### config.mk
export PLATFORM = sky130hd
export DESIGN_NAME = cisv_top
export DESIGN_NICKNAME = d
export VERILOG_FILES = /design/src/cisv_pkg.sv /design/src/cisv_top.sv
export VERILOG_INCLUDE_DIRS = /design/src /design/src/src
export SDC_FILE = /design/constraint.sdc
export NUM_CORES = 1
export LEC_CHECK = 0
export BUFFER_PORTS_ARGS = -buffer_cell sky130_fd_sc_hd__buf_2
export CAP_MARGIN = 5
export CORE_MARGIN = 2
export CORE_UTILIZATION = 46
export CTS_BUF_LIST = sky130_fd_sc_hd__clkbuf_16
export DETAILED_ROUTE_END_ITERATION = 10
export PLACE_DENSITY = 0.9
export SYNTH_ARGS = -nofsm -noshare
export SYNTH_HDL_FRONTEND = slang
export SYNTH_SLANG_ARGS = --single-unit
### constraint.sdc
create_clock -name pclk -period 1.9 [get_ports pclk]
set_clock_uncertainty 0.05 [all_clocks]
set_input_delay 0.095 -clock pclk [delete_from_list [all_inputs] [get_ports pclk]]
set_output_delay 0.095 -clock pclk [all_outputs]
set_load 0.1 [all_outputs]
### src/cisv_defs.svh
/*
 * Register offsets, field positions and reset values of the CAN
 * interrupt status and vector block.
 * Assumes a 32-bit APB slave with one aligned word per register.
 */
`ifndef CISV_DEFS_SVH
`define CISV_DEFS_SVH

// register byte offsets
`define CISV_OFS_FLAGS    12'h000
`define CISV_OFS_ENABLES  12'h004
`define CISV_OFS_CODE     12'h008

// event flag and enable positions
`define CISV_BIT_TXBUF    0
`define CISV_BIT_RXBUF    1
`define CISV_BIT_RXOVF    2
`define CISV_BIT_FIFO     3
`define CISV_BIT_ERR      5
`define CISV_BIT_WAKE     6
`define CISV_BIT_INVMSG   7

// fault-confinement status positions
`define CISV_BIT_ANYWARN  8
`define CISV_BIT_RXWARN   9
`define CISV_BIT_TXWARN   10
`define CISV_BIT_RXPASS   11
`define CISV_BIT_TXPASS   12
`define CISV_BIT_TXBOFF   13

// writable event bits of the low byte
`define CISV_EVENT_MASK   8'hEF

// code register fields
`define CISV_CODE_LSB     0
`define CISV_FILT_LSB     8

// source codes
`define CISV_CODE_NONE    7'h40
`define CISV_CODE_ERR     7'h41
`define CISV_CODE_WAKE    7'h42
`define CISV_CODE_RXOVF   7'h43
`define CISV_CODE_FIFO    7'h44

// reset values
`define CISV_RST_EVENTS   8'h00
`define CISV_RST_FILT     5'h00

`endif

### src/cisv_pkg.sv
/*
 * Types of the CAN interrupt status and vector block.
 * Assumes the constants header is compiled with it.
 */
`default_nettype none

package cisv_pkg;

	// fault-confinement levels from the protocol engine
	typedef struct packed {
		logic tx_bus_off;       // transmitter bus-off
		logic tx_error_passive; // transmitter error-passive
		logic rx_error_passive; // receiver error-passive
		logic tx_error_warning; // transmitter warning
		logic rx_error_warning; // receiver warning
	} cisv_fault_type;

	// one-cycle event strobes from the rest of the module
	typedef struct packed {
		logic       invalid_msg;   // invalid message seen
		logic       wakeup;        // bus wake-up activity
		logic       fifo_full;     // fifo almost full
		logic       rx_overflow;   // receive buffer overflow
		logic       rx_buffer;     // receive buffer event
		logic       tx_buffer;     // transmit buffer event
		logic [4:0] buffer_index;  // buffer of the buffer event
		logic [3:0] filter_hit;    // filter matched by the reception
	} cisv_event_type;

endpackage : cisv_pkg

`default_nettype wire

### src/cisv_top.sv
/*
 * CAN interrupt status and vector block: event flags, enables,
 * priority encoding of the pending source and the module request.
 * Assumes the fault inputs and strobes come from logic on pclk.
 */
`include "cisv_defs.svh"
`default_nettype none

// Overview of operation
// - bit 13 shows transmitter bus-off
// - bit 12 shows transmitter error-passive
// - bit 11 shows receiver error-passive
// - bit 10 shows transmitter error-warning
// - bit 9 shows receiver error-warning
// - bit 8 is either warning
// - error flag set by newly risen fault states
// - invalid-message bit 7, wake-up bit 6
// - fifo bit 3, overflow bit 2
// - rx bit 1, tx bit 0, others zero
// - flags cleared by writing zero only
// - per-source enables, reset zero
// - filter hit number in bits 12:8
// - codes for non-buffer sources but invalid-message
// - buffer events coded by index
// - reserved codes never output
// - code returns to none on clear
// - code uses enabled sources only
module cisv_top
	import cisv_pkg::*;
(
	// clock and reset
	input  wire logic           pclk,
	input  wire logic           presetn,
	// apb slave
	input  wire logic           psel,
	input  wire logic           penable,
	input  wire logic           pwrite,
	input  wire logic [11:0]    paddr,
	input  wire logic [31:0]    pwdata,
	input  wire logic [3:0]     pstrb,
	output logic                pready,
	output logic [31:0]         prdata,
	output logic                pslverr,
	// module side
	input  wire cisv_fault_type fault_in,
	input  wire cisv_event_type event_in,
	// request to the system interrupt controller
	output logic                module_irq
);

	logic [7:0]     events_ff;      // sticky event flags
	logic [7:0]     nxt_events;     // next flags
	logic [7:0]     enables_ff;     // per-source enables
	cisv_fault_type fault_ff;       // registered fault levels
	cisv_fault_type fault_prev_ff;  // previous fault levels
	logic [4:0]     filt_ff;        // last filter hit
	logic [4:0]     bufidx_ff;      // last buffer index
	logic [6:0]     code;           // encoded source
	logic [7:0]     pend;           // pending and enabled
	logic [15:0]    flags_view;     // flag register image
	logic [15:0]    code_view;      // code register image
	logic [31:0]    nxt_rdata;      // read mux
	logic           wr_acc;         // write access phase
	logic           rd_acc;         // read setup phase
	logic           known;          // mapped address
	logic           fault_rise;     // new fault condition

	// write access and read setup strobes; slave answers without wait states
	assign wr_acc = psel & penable & pwrite;
	assign rd_acc = psel & ~penable & ~pwrite;
	assign known  = (paddr == `CISV_OFS_FLAGS) | (paddr == `CISV_OFS_ENABLES)
		| (paddr == `CISV_OFS_CODE);

	// fault levels are held for the error flag edge detection
	always_ff @(posedge pclk or negedge presetn) begin
		if (!presetn) begin
			fault_ff      <= '0;
			fault_prev_ff <= '0;
		end else begin
			fault_ff      <= fault_in;
			fault_prev_ff <= fault_ff;
		end
	end

	// any fault level rising raises the error event
	assign fault_rise = |(fault_ff & ~fault_prev_ff);

	// sticky flags; a new event beats a simultaneous clear
	always_comb begin
		nxt_events = events_ff;
		if (wr_acc && (paddr == `CISV_OFS_FLAGS) && pstrb[0]) begin
			// zero clears, one keeps
			nxt_events = events_ff & pwdata[7:0];
		end
		// events set whatever the enables say
		if (event_in.tx_buffer)   nxt_events[`CISV_BIT_TXBUF]  = 1'b1;
		if (event_in.rx_buffer)   nxt_events[`CISV_BIT_RXBUF]  = 1'b1;
		if (event_in.rx_overflow) nxt_events[`CISV_BIT_RXOVF]  = 1'b1;
		if (event_in.fifo_full)   nxt_events[`CISV_BIT_FIFO]   = 1'b1;
		if (fault_rise)           nxt_events[`CISV_BIT_ERR]    = 1'b1;
		if (event_in.wakeup)      nxt_events[`CISV_BIT_WAKE]   = 1'b1;
		if (event_in.invalid_msg) nxt_events[`CISV_BIT_INVMSG] = 1'b1;
		nxt_events = nxt_events & `CISV_EVENT_MASK;
	end

	// flag storage
	always_ff @(posedge pclk or negedge presetn) begin
		if (!presetn) events_ff <= `CISV_RST_EVENTS;
		else          events_ff <= nxt_events;
	end

	// enable register, bit 4 unimplemented
	always_ff @(posedge pclk or negedge presetn) begin
		if (!presetn) begin
			enables_ff <= `CISV_RST_EVENTS;
		end else if (wr_acc && (paddr == `CISV_OFS_ENABLES) && pstrb[0]) begin
			enables_ff <= pwdata[7:0] & `CISV_EVENT_MASK;
		end
	end

	// filter hit and buffer index of the latest buffer event
	always_ff @(posedge pclk or negedge presetn) begin
		if (!presetn) begin
			filt_ff   <= `CISV_RST_FILT;
			bufidx_ff <= 5'h00;
		end else if (event_in.rx_buffer || event_in.tx_buffer) begin
			// top bit stays zero so reserved numbers never appear
			filt_ff   <= {1'b0, event_in.filter_hit};
			bufidx_ff <= event_in.buffer_index;
		end
	end

	// pending sources gated by enables
	assign pend = events_ff & enables_ff;

	// fixed priority encoder; buffers rank last, none otherwise
	always_comb begin
		if (pend[`CISV_BIT_ERR])        code = `CISV_CODE_ERR;
		else if (pend[`CISV_BIT_WAKE])  code = `CISV_CODE_WAKE;
		else if (pend[`CISV_BIT_RXOVF]) code = `CISV_CODE_RXOVF;
		else if (pend[`CISV_BIT_FIFO])  code = `CISV_CODE_FIFO;
		else if (pend[`CISV_BIT_RXBUF] || pend[`CISV_BIT_TXBUF])
			code = {2'b00, bufidx_ff};
		else
			code = `CISV_CODE_NONE;
	end
	// invalid-message has no code of its own; it only requests

	// status half of the flag register comes from the registered levels
	always_comb begin
		flags_view = 16'h0000;
		flags_view[7:0]                = events_ff;
		flags_view[`CISV_BIT_TXBOFF]   = fault_ff.tx_bus_off;
		flags_view[`CISV_BIT_TXPASS]   = fault_ff.tx_error_passive;
		flags_view[`CISV_BIT_RXPASS]   = fault_ff.rx_error_passive;
		flags_view[`CISV_BIT_TXWARN]   = fault_ff.tx_error_warning;
		flags_view[`CISV_BIT_RXWARN]   = fault_ff.rx_error_warning;
		flags_view[`CISV_BIT_ANYWARN]  = fault_ff.tx_error_warning
			| fault_ff.rx_error_warning;
	end

	// code register image
	always_comb begin
		code_view = 16'h0000;
		code_view[`CISV_CODE_LSB +: 7] = code;
		code_view[`CISV_FILT_LSB +: 5] = filt_ff;
	end

	// read mux, unmapped reads as zero
	always_comb begin
		unique case (paddr)
			`CISV_OFS_FLAGS:   nxt_rdata = {16'h0000, flags_view};
			`CISV_OFS_ENABLES: nxt_rdata = {24'h000000, enables_ff};
			`CISV_OFS_CODE:    nxt_rdata = {16'h0000, code_view};
			default:           nxt_rdata = 32'h0000_0000;
		endcase
	end

	// read data captured in setup so it stands through access
	always_ff @(posedge pclk or negedge presetn) begin
		if (!presetn)    prdata <= 32'h0000_0000;
		else if (rd_acc) prdata <= nxt_rdata;
	end

	// ready registered in setup, high in the access cycle only: access phase takes one cycle
	always_ff @(posedge pclk or negedge presetn) begin
		if (!presetn) pready <= 1'b0;
		else          pready <= psel & ~penable;
	end

	// error answer for unmapped addresses
	always_ff @(posedge pclk or negedge presetn) begin
		if (!presetn) pslverr <= 1'b0;
		else          pslverr <= psel & ~penable & ~known;
	end

	// module request; the system controller gates it further
	always_ff @(posedge pclk or negedge presetn) begin
		if (!presetn) module_irq <= 1'b0;
		else          module_irq <= |(nxt_events & enables_ff);
	end

endmodule : cisv_top

`default_nettype wire

== Yosys cells after proc, flatten, opt, wreduce, memory -nomap -nowiden ==
Cells that the tools add are included.

* Register bits after elaboration: 68
* Output and inout bits: 35
* Logic and storage cells: 59

* Eq/ne operators: 2
* Multiplexer cells: 14
* Bitwise logic cells: 16
* Reduce and logical (&&, ||, !) cells: 9

{| class="wikitable"
|+ Operator list
! kind !! count
|-
| $pmux W14 S3 || 1
|-
| $mux W7 || 5
|-
| $and A8 B8 Y8 || 2
|-
| $eq A12 B3 Y1 const B || 1
|-
| $eq A12 B4 Y1 const B || 1
|-
| $logic_not A12 Y1 || 1
|-
| $mux W8 || 1
|-
| $reduce_or A8 Y1 || 1
|-
| $and A7 B7 Y7 || 1
|-
| $mux W1 || 7
|-
| $and A1 B1 Y1 || 5
|-
| $and A5 B5 Y5 || 1
|-
| $not A5 Y5 || 1
|-
| $reduce_or A5 Y1 || 1
|-
| $logic_and A1 B1 Y1 || 4
|-
| $not A1 Y1 || 3
|-
| $or A1 B1 Y1 || 3
|-
| $logic_or A1 B1 Y1 || 2
|}

== Logic depth before layout (Yosys ltp) ==
* Depth in word-level cells: 8
* Gate-level depth with buffers: 6

== Worst setup path after synthesis ==
No wires, ideal clock.

* Kind: input to register
* Start: in paddr[9]
* End: reg enables_ff[0]
* Arrival time: 1.745 ns
* Data required time: 1.725 ns
* Path slack: -0.020 ns
* Cell stages on the path: 4
* Cells stage by stage: or4_1 -> or3_4 -> nor3_4 -> mux2_2

* Cells in the longest elaborated chain, start to end: 3

{| class="wikitable"
|+ RTL lines
! element !! line !! text
|-
| from (decl) || cisv_top.sv:38 || <nowiki>input wire logic [11:0] paddr,</nowiki>
|-
| $eq A12 B3 Y1 (no source line) || -- ||
|-
| $logic_and A1 B1 Y1 (2 in series) || cisv_top.sv:116 || <nowiki>end else if (wr_acc && (paddr == `CISV_OFS_ENABLES) && pstrb[0]) begin</nowiki>
|-
| to (signal assigned) || cisv_top.sv:115 || <nowiki>enables_ff <= `CISV_RST_EVENTS;</nowiki>
|-
| to (signal assigned) || cisv_top.sv:117 || <nowiki>enables_ff <= pwdata[7:0] & `CISV_EVENT_MASK;</nowiki>
|-
| to (decl) || cisv_top.sv:53 || <nowiki>logic [7:0] enables_ff;</nowiki>
|}

No other way between the ends.
A chain may end at the register's enable or synchronous reset.

== Worst setup path after layout ==
* Start: reg events_ff[1]
* End: reg prdata[0]

* Cells in the longest elaborated chain, start to end: 8

{| class="wikitable"
|+ RTL lines
! element !! line !! text
|-
| from (decl) || cisv_top.sv:51 || <nowiki>logic [7:0] events_ff;</nowiki>
|-
| from (signal assigned) || cisv_top.sv:108 || <nowiki>if (!presetn) events_ff <= `CISV_RST_EVENTS;</nowiki>
|-
| from (signal assigned) || cisv_top.sv:109 || <nowiki>else events_ff <= nxt_events;</nowiki>
|-
| $and A7 B7 Y7 || cisv_top.sv:134 || <nowiki>assign pend = events_ff & enables_ff;</nowiki>
|-
| $logic_or A1 B1 Y1 || cisv_top.sv:142 || <nowiki>else if (pend[`CISV_BIT_RXBUF] || pend[`CISV_BIT_TXBUF])</nowiki>
|-
| $mux W7 || cisv_top.sv:142 ||
|-
| $mux W7 || cisv_top.sv:141 || <nowiki>else if (pend[`CISV_BIT_FIFO]) code = `CISV_CODE_FIFO;</nowiki>
|-
| $mux W7 || cisv_top.sv:140 || <nowiki>else if (pend[`CISV_BIT_RXOVF]) code = `CISV_CODE_RXOVF;</nowiki>
|-
| $mux W7 || cisv_top.sv:139 || <nowiki>else if (pend[`CISV_BIT_WAKE]) code = `CISV_CODE_WAKE;</nowiki>
|-
| $mux W7 || cisv_top.sv:138 || <nowiki>if (pend[`CISV_BIT_ERR]) code = `CISV_CODE_ERR;</nowiki>
|-
| $pmux W14 S3 || cisv_top.sv:171 || <nowiki>unique case (paddr)</nowiki>
|-
| to (signal assigned) || cisv_top.sv:182 || <nowiki>else if (rd_acc) prdata <= nxt_rdata;</nowiki>
|-
| to (decl) || cisv_top.sv:42 || <nowiki>output logic [31:0] prdata,</nowiki>
|}

No other way between the ends.

==> impl_metrics.env <==
export IMPL_cp_end_kind="flip-flop"
export IMPL_final_cell_mix="buf_2, dfrtp_1, nand2_1"
export IMPL_synth_avg_cell_area_um2=10.9
export IMPL_worstSkewPairLatency_ps=280
export IMPL_rr_startpoint="events_ff[1]"
export IMPL_nets=377
export IMPL_htreeDepth=2
export IMPL_swShare=0.293
export IMPL_cts_setup_buffers=0
export IMPL_min_period_ps=1750
export IMPL_core_rowCount=25
export IMPL_num_vias=1954
export IMPL_fmax_ghz=0.573
export IMPL_relSlewSlack=0.623
export IMPL_synth_area_top_cells="dfrtp_1, mux2_2, buf_4"
export IMPL_place_gp_congestion=0.902
export IMPL_power_frac_seq=0.475
export IMPL_start_util=0.486
export IMPL_drtIter0Drc=158
export IMPL_startpoint="events_ff[1]"
export IMPL_final_common_cell="buf_2"
export IMPL_ys_ff_latch=50
export IMPL_synth_edf_count=0
export IMPL_cts_path_max_buffers=2
export IMPL_grt_pass1_wl_mm=9.04
export IMPL_yosysTopAreaCell="dfrtp_1"
export IMPL_status="completed"
export IMPL_syn_to_final_growth_pct=29.6
export IMPL_die_h_um=75.3
export IMPL_powerDensity_nw_per_um2=783
export IMPL_grt_overflow=0
export IMPL_postRouteAntennaNets=0
export IMPL_hold_class="in -> reg"
export IMPL_crit_arrival_ps=1860
export IMPL_port_buffers=61
export IMPL_clock_sinks=50
export IMPL_irDropWorstVdd_mv=0.632
export IMPL_p_clk_frac=0.339
export IMPL_leakage_uw=0.00146
export IMPL_rsz0062_at_grt="no"
export IMPL_cp_start_kind="flip-flop"
export IMPL_final_setup_worst_slack_ps=155
export IMPL_syn_inst=215
export IMPL_tightest_slew_ps=566
export IMPL_diodes=0
export IMPL_yosysWarnings=0
export IMPL_hpwl_mm=4.01
export IMPL_drt_pass1_iterations=4
export IMPL_ys_async_sr_fraction=1.00
export IMPL_power_uw=2370
export IMPL_cap_violations=0
export IMPL_r2r_slack_ps=150
export IMPL_report_final_setup_viol=0
export IMPL_synthDistinctLibCells=41
export IMPL_slew_violations=0
export IMPL_fin_setup_tns_ps=0
export IMPL_grt_max_degree=28
export IMPL_antenna_found_initial=0
export IMPL_p_int_uw=1680
export IMPL_synth_seq_area_share=0.534
export IMPL_grt_usage=0.212
export IMPL_path_max_fanout=3
export IMPL_dieArea_um2=5680
export IMPL_cts_tree="yes"
export IMPL_drc=0
export IMPL_reg2reg_to="prdata[0]"
export IMPL_drive_above_1_share=0.329
export IMPL_multi_input_area_um2=985
export IMPL_via_per_inst=5.27
export IMPL_worstPathCellList="a22o_1, a32o_1, a22o_1, a222oi_1, a21oi_1"
export IMPL_slowest_delay_ps=410
export IMPL_critPathKind="reg -> reg"
export IMPL_ys_dominant_reg_cell="dfrtp_1"
export IMPL_top_level_ports=108
export IMPL_fillers=396
export IMPL_dp_slack_ps=-56.3
export IMPL_cts_made_buffers=5
export IMPL_crit_required_ps=2010
export IMPL_syn_area_um2=2340
export IMPL_hold_viol=0
export IMPL_crit_path_end="prdata[0]"
export IMPL_p_comb_frac=0.186
export IMPL_r2r_cells=5
export IMPL_clk_pin_slew_ps=60
export IMPL_grt_pass1_vias=1960
export IMPL_cp_common_cell="a22o_1"
export IMPL_switchingPower_uw=696
export IMPL_die_w_um=75.3
export IMPL_final_seq_area_um2=1250
export IMPL_routed_wl_mm=5.40
export IMPL_core_area_um2=4820
export IMPL_critPathSlowestCell="dfrtp_1"
export IMPL_period_share=0.919
export IMPL_netlist_area_leader_share=0.534
export IMPL_clockRootBuffer="clkbuf_16"
export IMPL_wl_per_cell_um=14.6
-- sequential cells by signal, summed over array words and instances (netlist names) --
register and count:
enables_ff 7, module_irq 1, filt_ff 4, pready 1, bufidx_ff 5, events_ff 7, pslverr 1, fault_ff 5
prdata 14, fault_prev_ff 5
-- power by group through the flow --
stage	clock network [uW]	logic (uW)	registers (uW)
after floorplan	0	241	1230
after global placement	0	412	1140
after detailed placement	0	418	1150
after CTS	825	442	1130
after global routing	878	469	1130
final	806	442	1130
-- per-layer routing --
layer | share of wire | vias up | wire length, um | GRT usage
li1 | - | 925 | - | -
met4 | 0.012 | 0 | 63 | 0.0682
met2 | 0.51 | 71 | 2760 | 0.361
met5 | 0 | - | 0 | 0
met3 | 0.055 | 7 | 298 | 0.0423
met1 | 0.42 | 951 | 2270 | 0.274
-- kinds of logic after synthesis --
| group | count (synthesis) | synth area share |
|---|---|---|
| flops | 50 | 0.534 |
| mux | 16 | 0.0770 |
| simple gates | 68 | 0.162 |
| buf+inv | 27 | 0.0722 |
| compound gates | 53 | 0.152 |
| other cells | 1 | 0.00160 |
-- cells in the mapped netlist (all sizes together), types with 3 or more instances --
cell and number:
dfrtp 50, nand2 25, o21ai 14, nor4 5, nor2 8, buf 18, inv 5, clkbuf 4
nand2b 9, a21oi 10, o21a 3, a22oi 6, nor3 4, mux2 16, or4 3, nand3 4
-- area by class of cell --
cell class	count	area share
Timing Repair Buffer	87	0.186
Inverter	5	0.00619
Sequential cell	50	0.412
Tap cell	67	0.0276
Clock buffer	5	0.0412
Clock inverter	2	0.00247
Multi-Input combinational cell	155	0.325
-- how the worst min path moves through the flow --
stage / startpoint / to / slack (ps) / depth (start not counted)
4_1_cts: pwdata[1] / enables_ff[1] / 0.6 / 2
2_1_floorplan: presetn / bufidx_ff[0] / -250 / 0
3_3_place_gp: presetn / filt_ff[1] / 60 / 1
5_1_grt: pwdata[1] / enables_ff[1] / 2 / 2
6_report: pwdata[1] / enables_ff[1] / 4 / 2
3_5_place_dp: presetn / filt_ff[1] / 70 / 1
-- per-stage QoR --
| step | util | instance area (um2) | cells | hold WS, ps |
|---|---|---|---|---|
| after floorplan | - | 2400 | 232 | -251 |
| after global placement | 0.571 | 2750 | 349 | 57.6 |
| after detailed placement | 0.571 | 2750 | 349 | 68.6 |
| after CTS | 0.630 | 3030 | 371 | 0.612 |
| after global routing | 0.630 | 3030 | 371 | 1.88 |
| final | 0.630 | 3030 | 371 | 3.87 |
-- what timing repair did --
item,CTS,global route
gates resized for setup,0,0
hold endpoints to repair,37,0
hold buffers,15,0
-- worst max-delay path, delay by kind of cell (launching register included) --
kind,cells,cell delay (ps)
AOI/OAI and AO/OA,5,1180
DFF,1,410
Power figures use the tool's default switching activity.
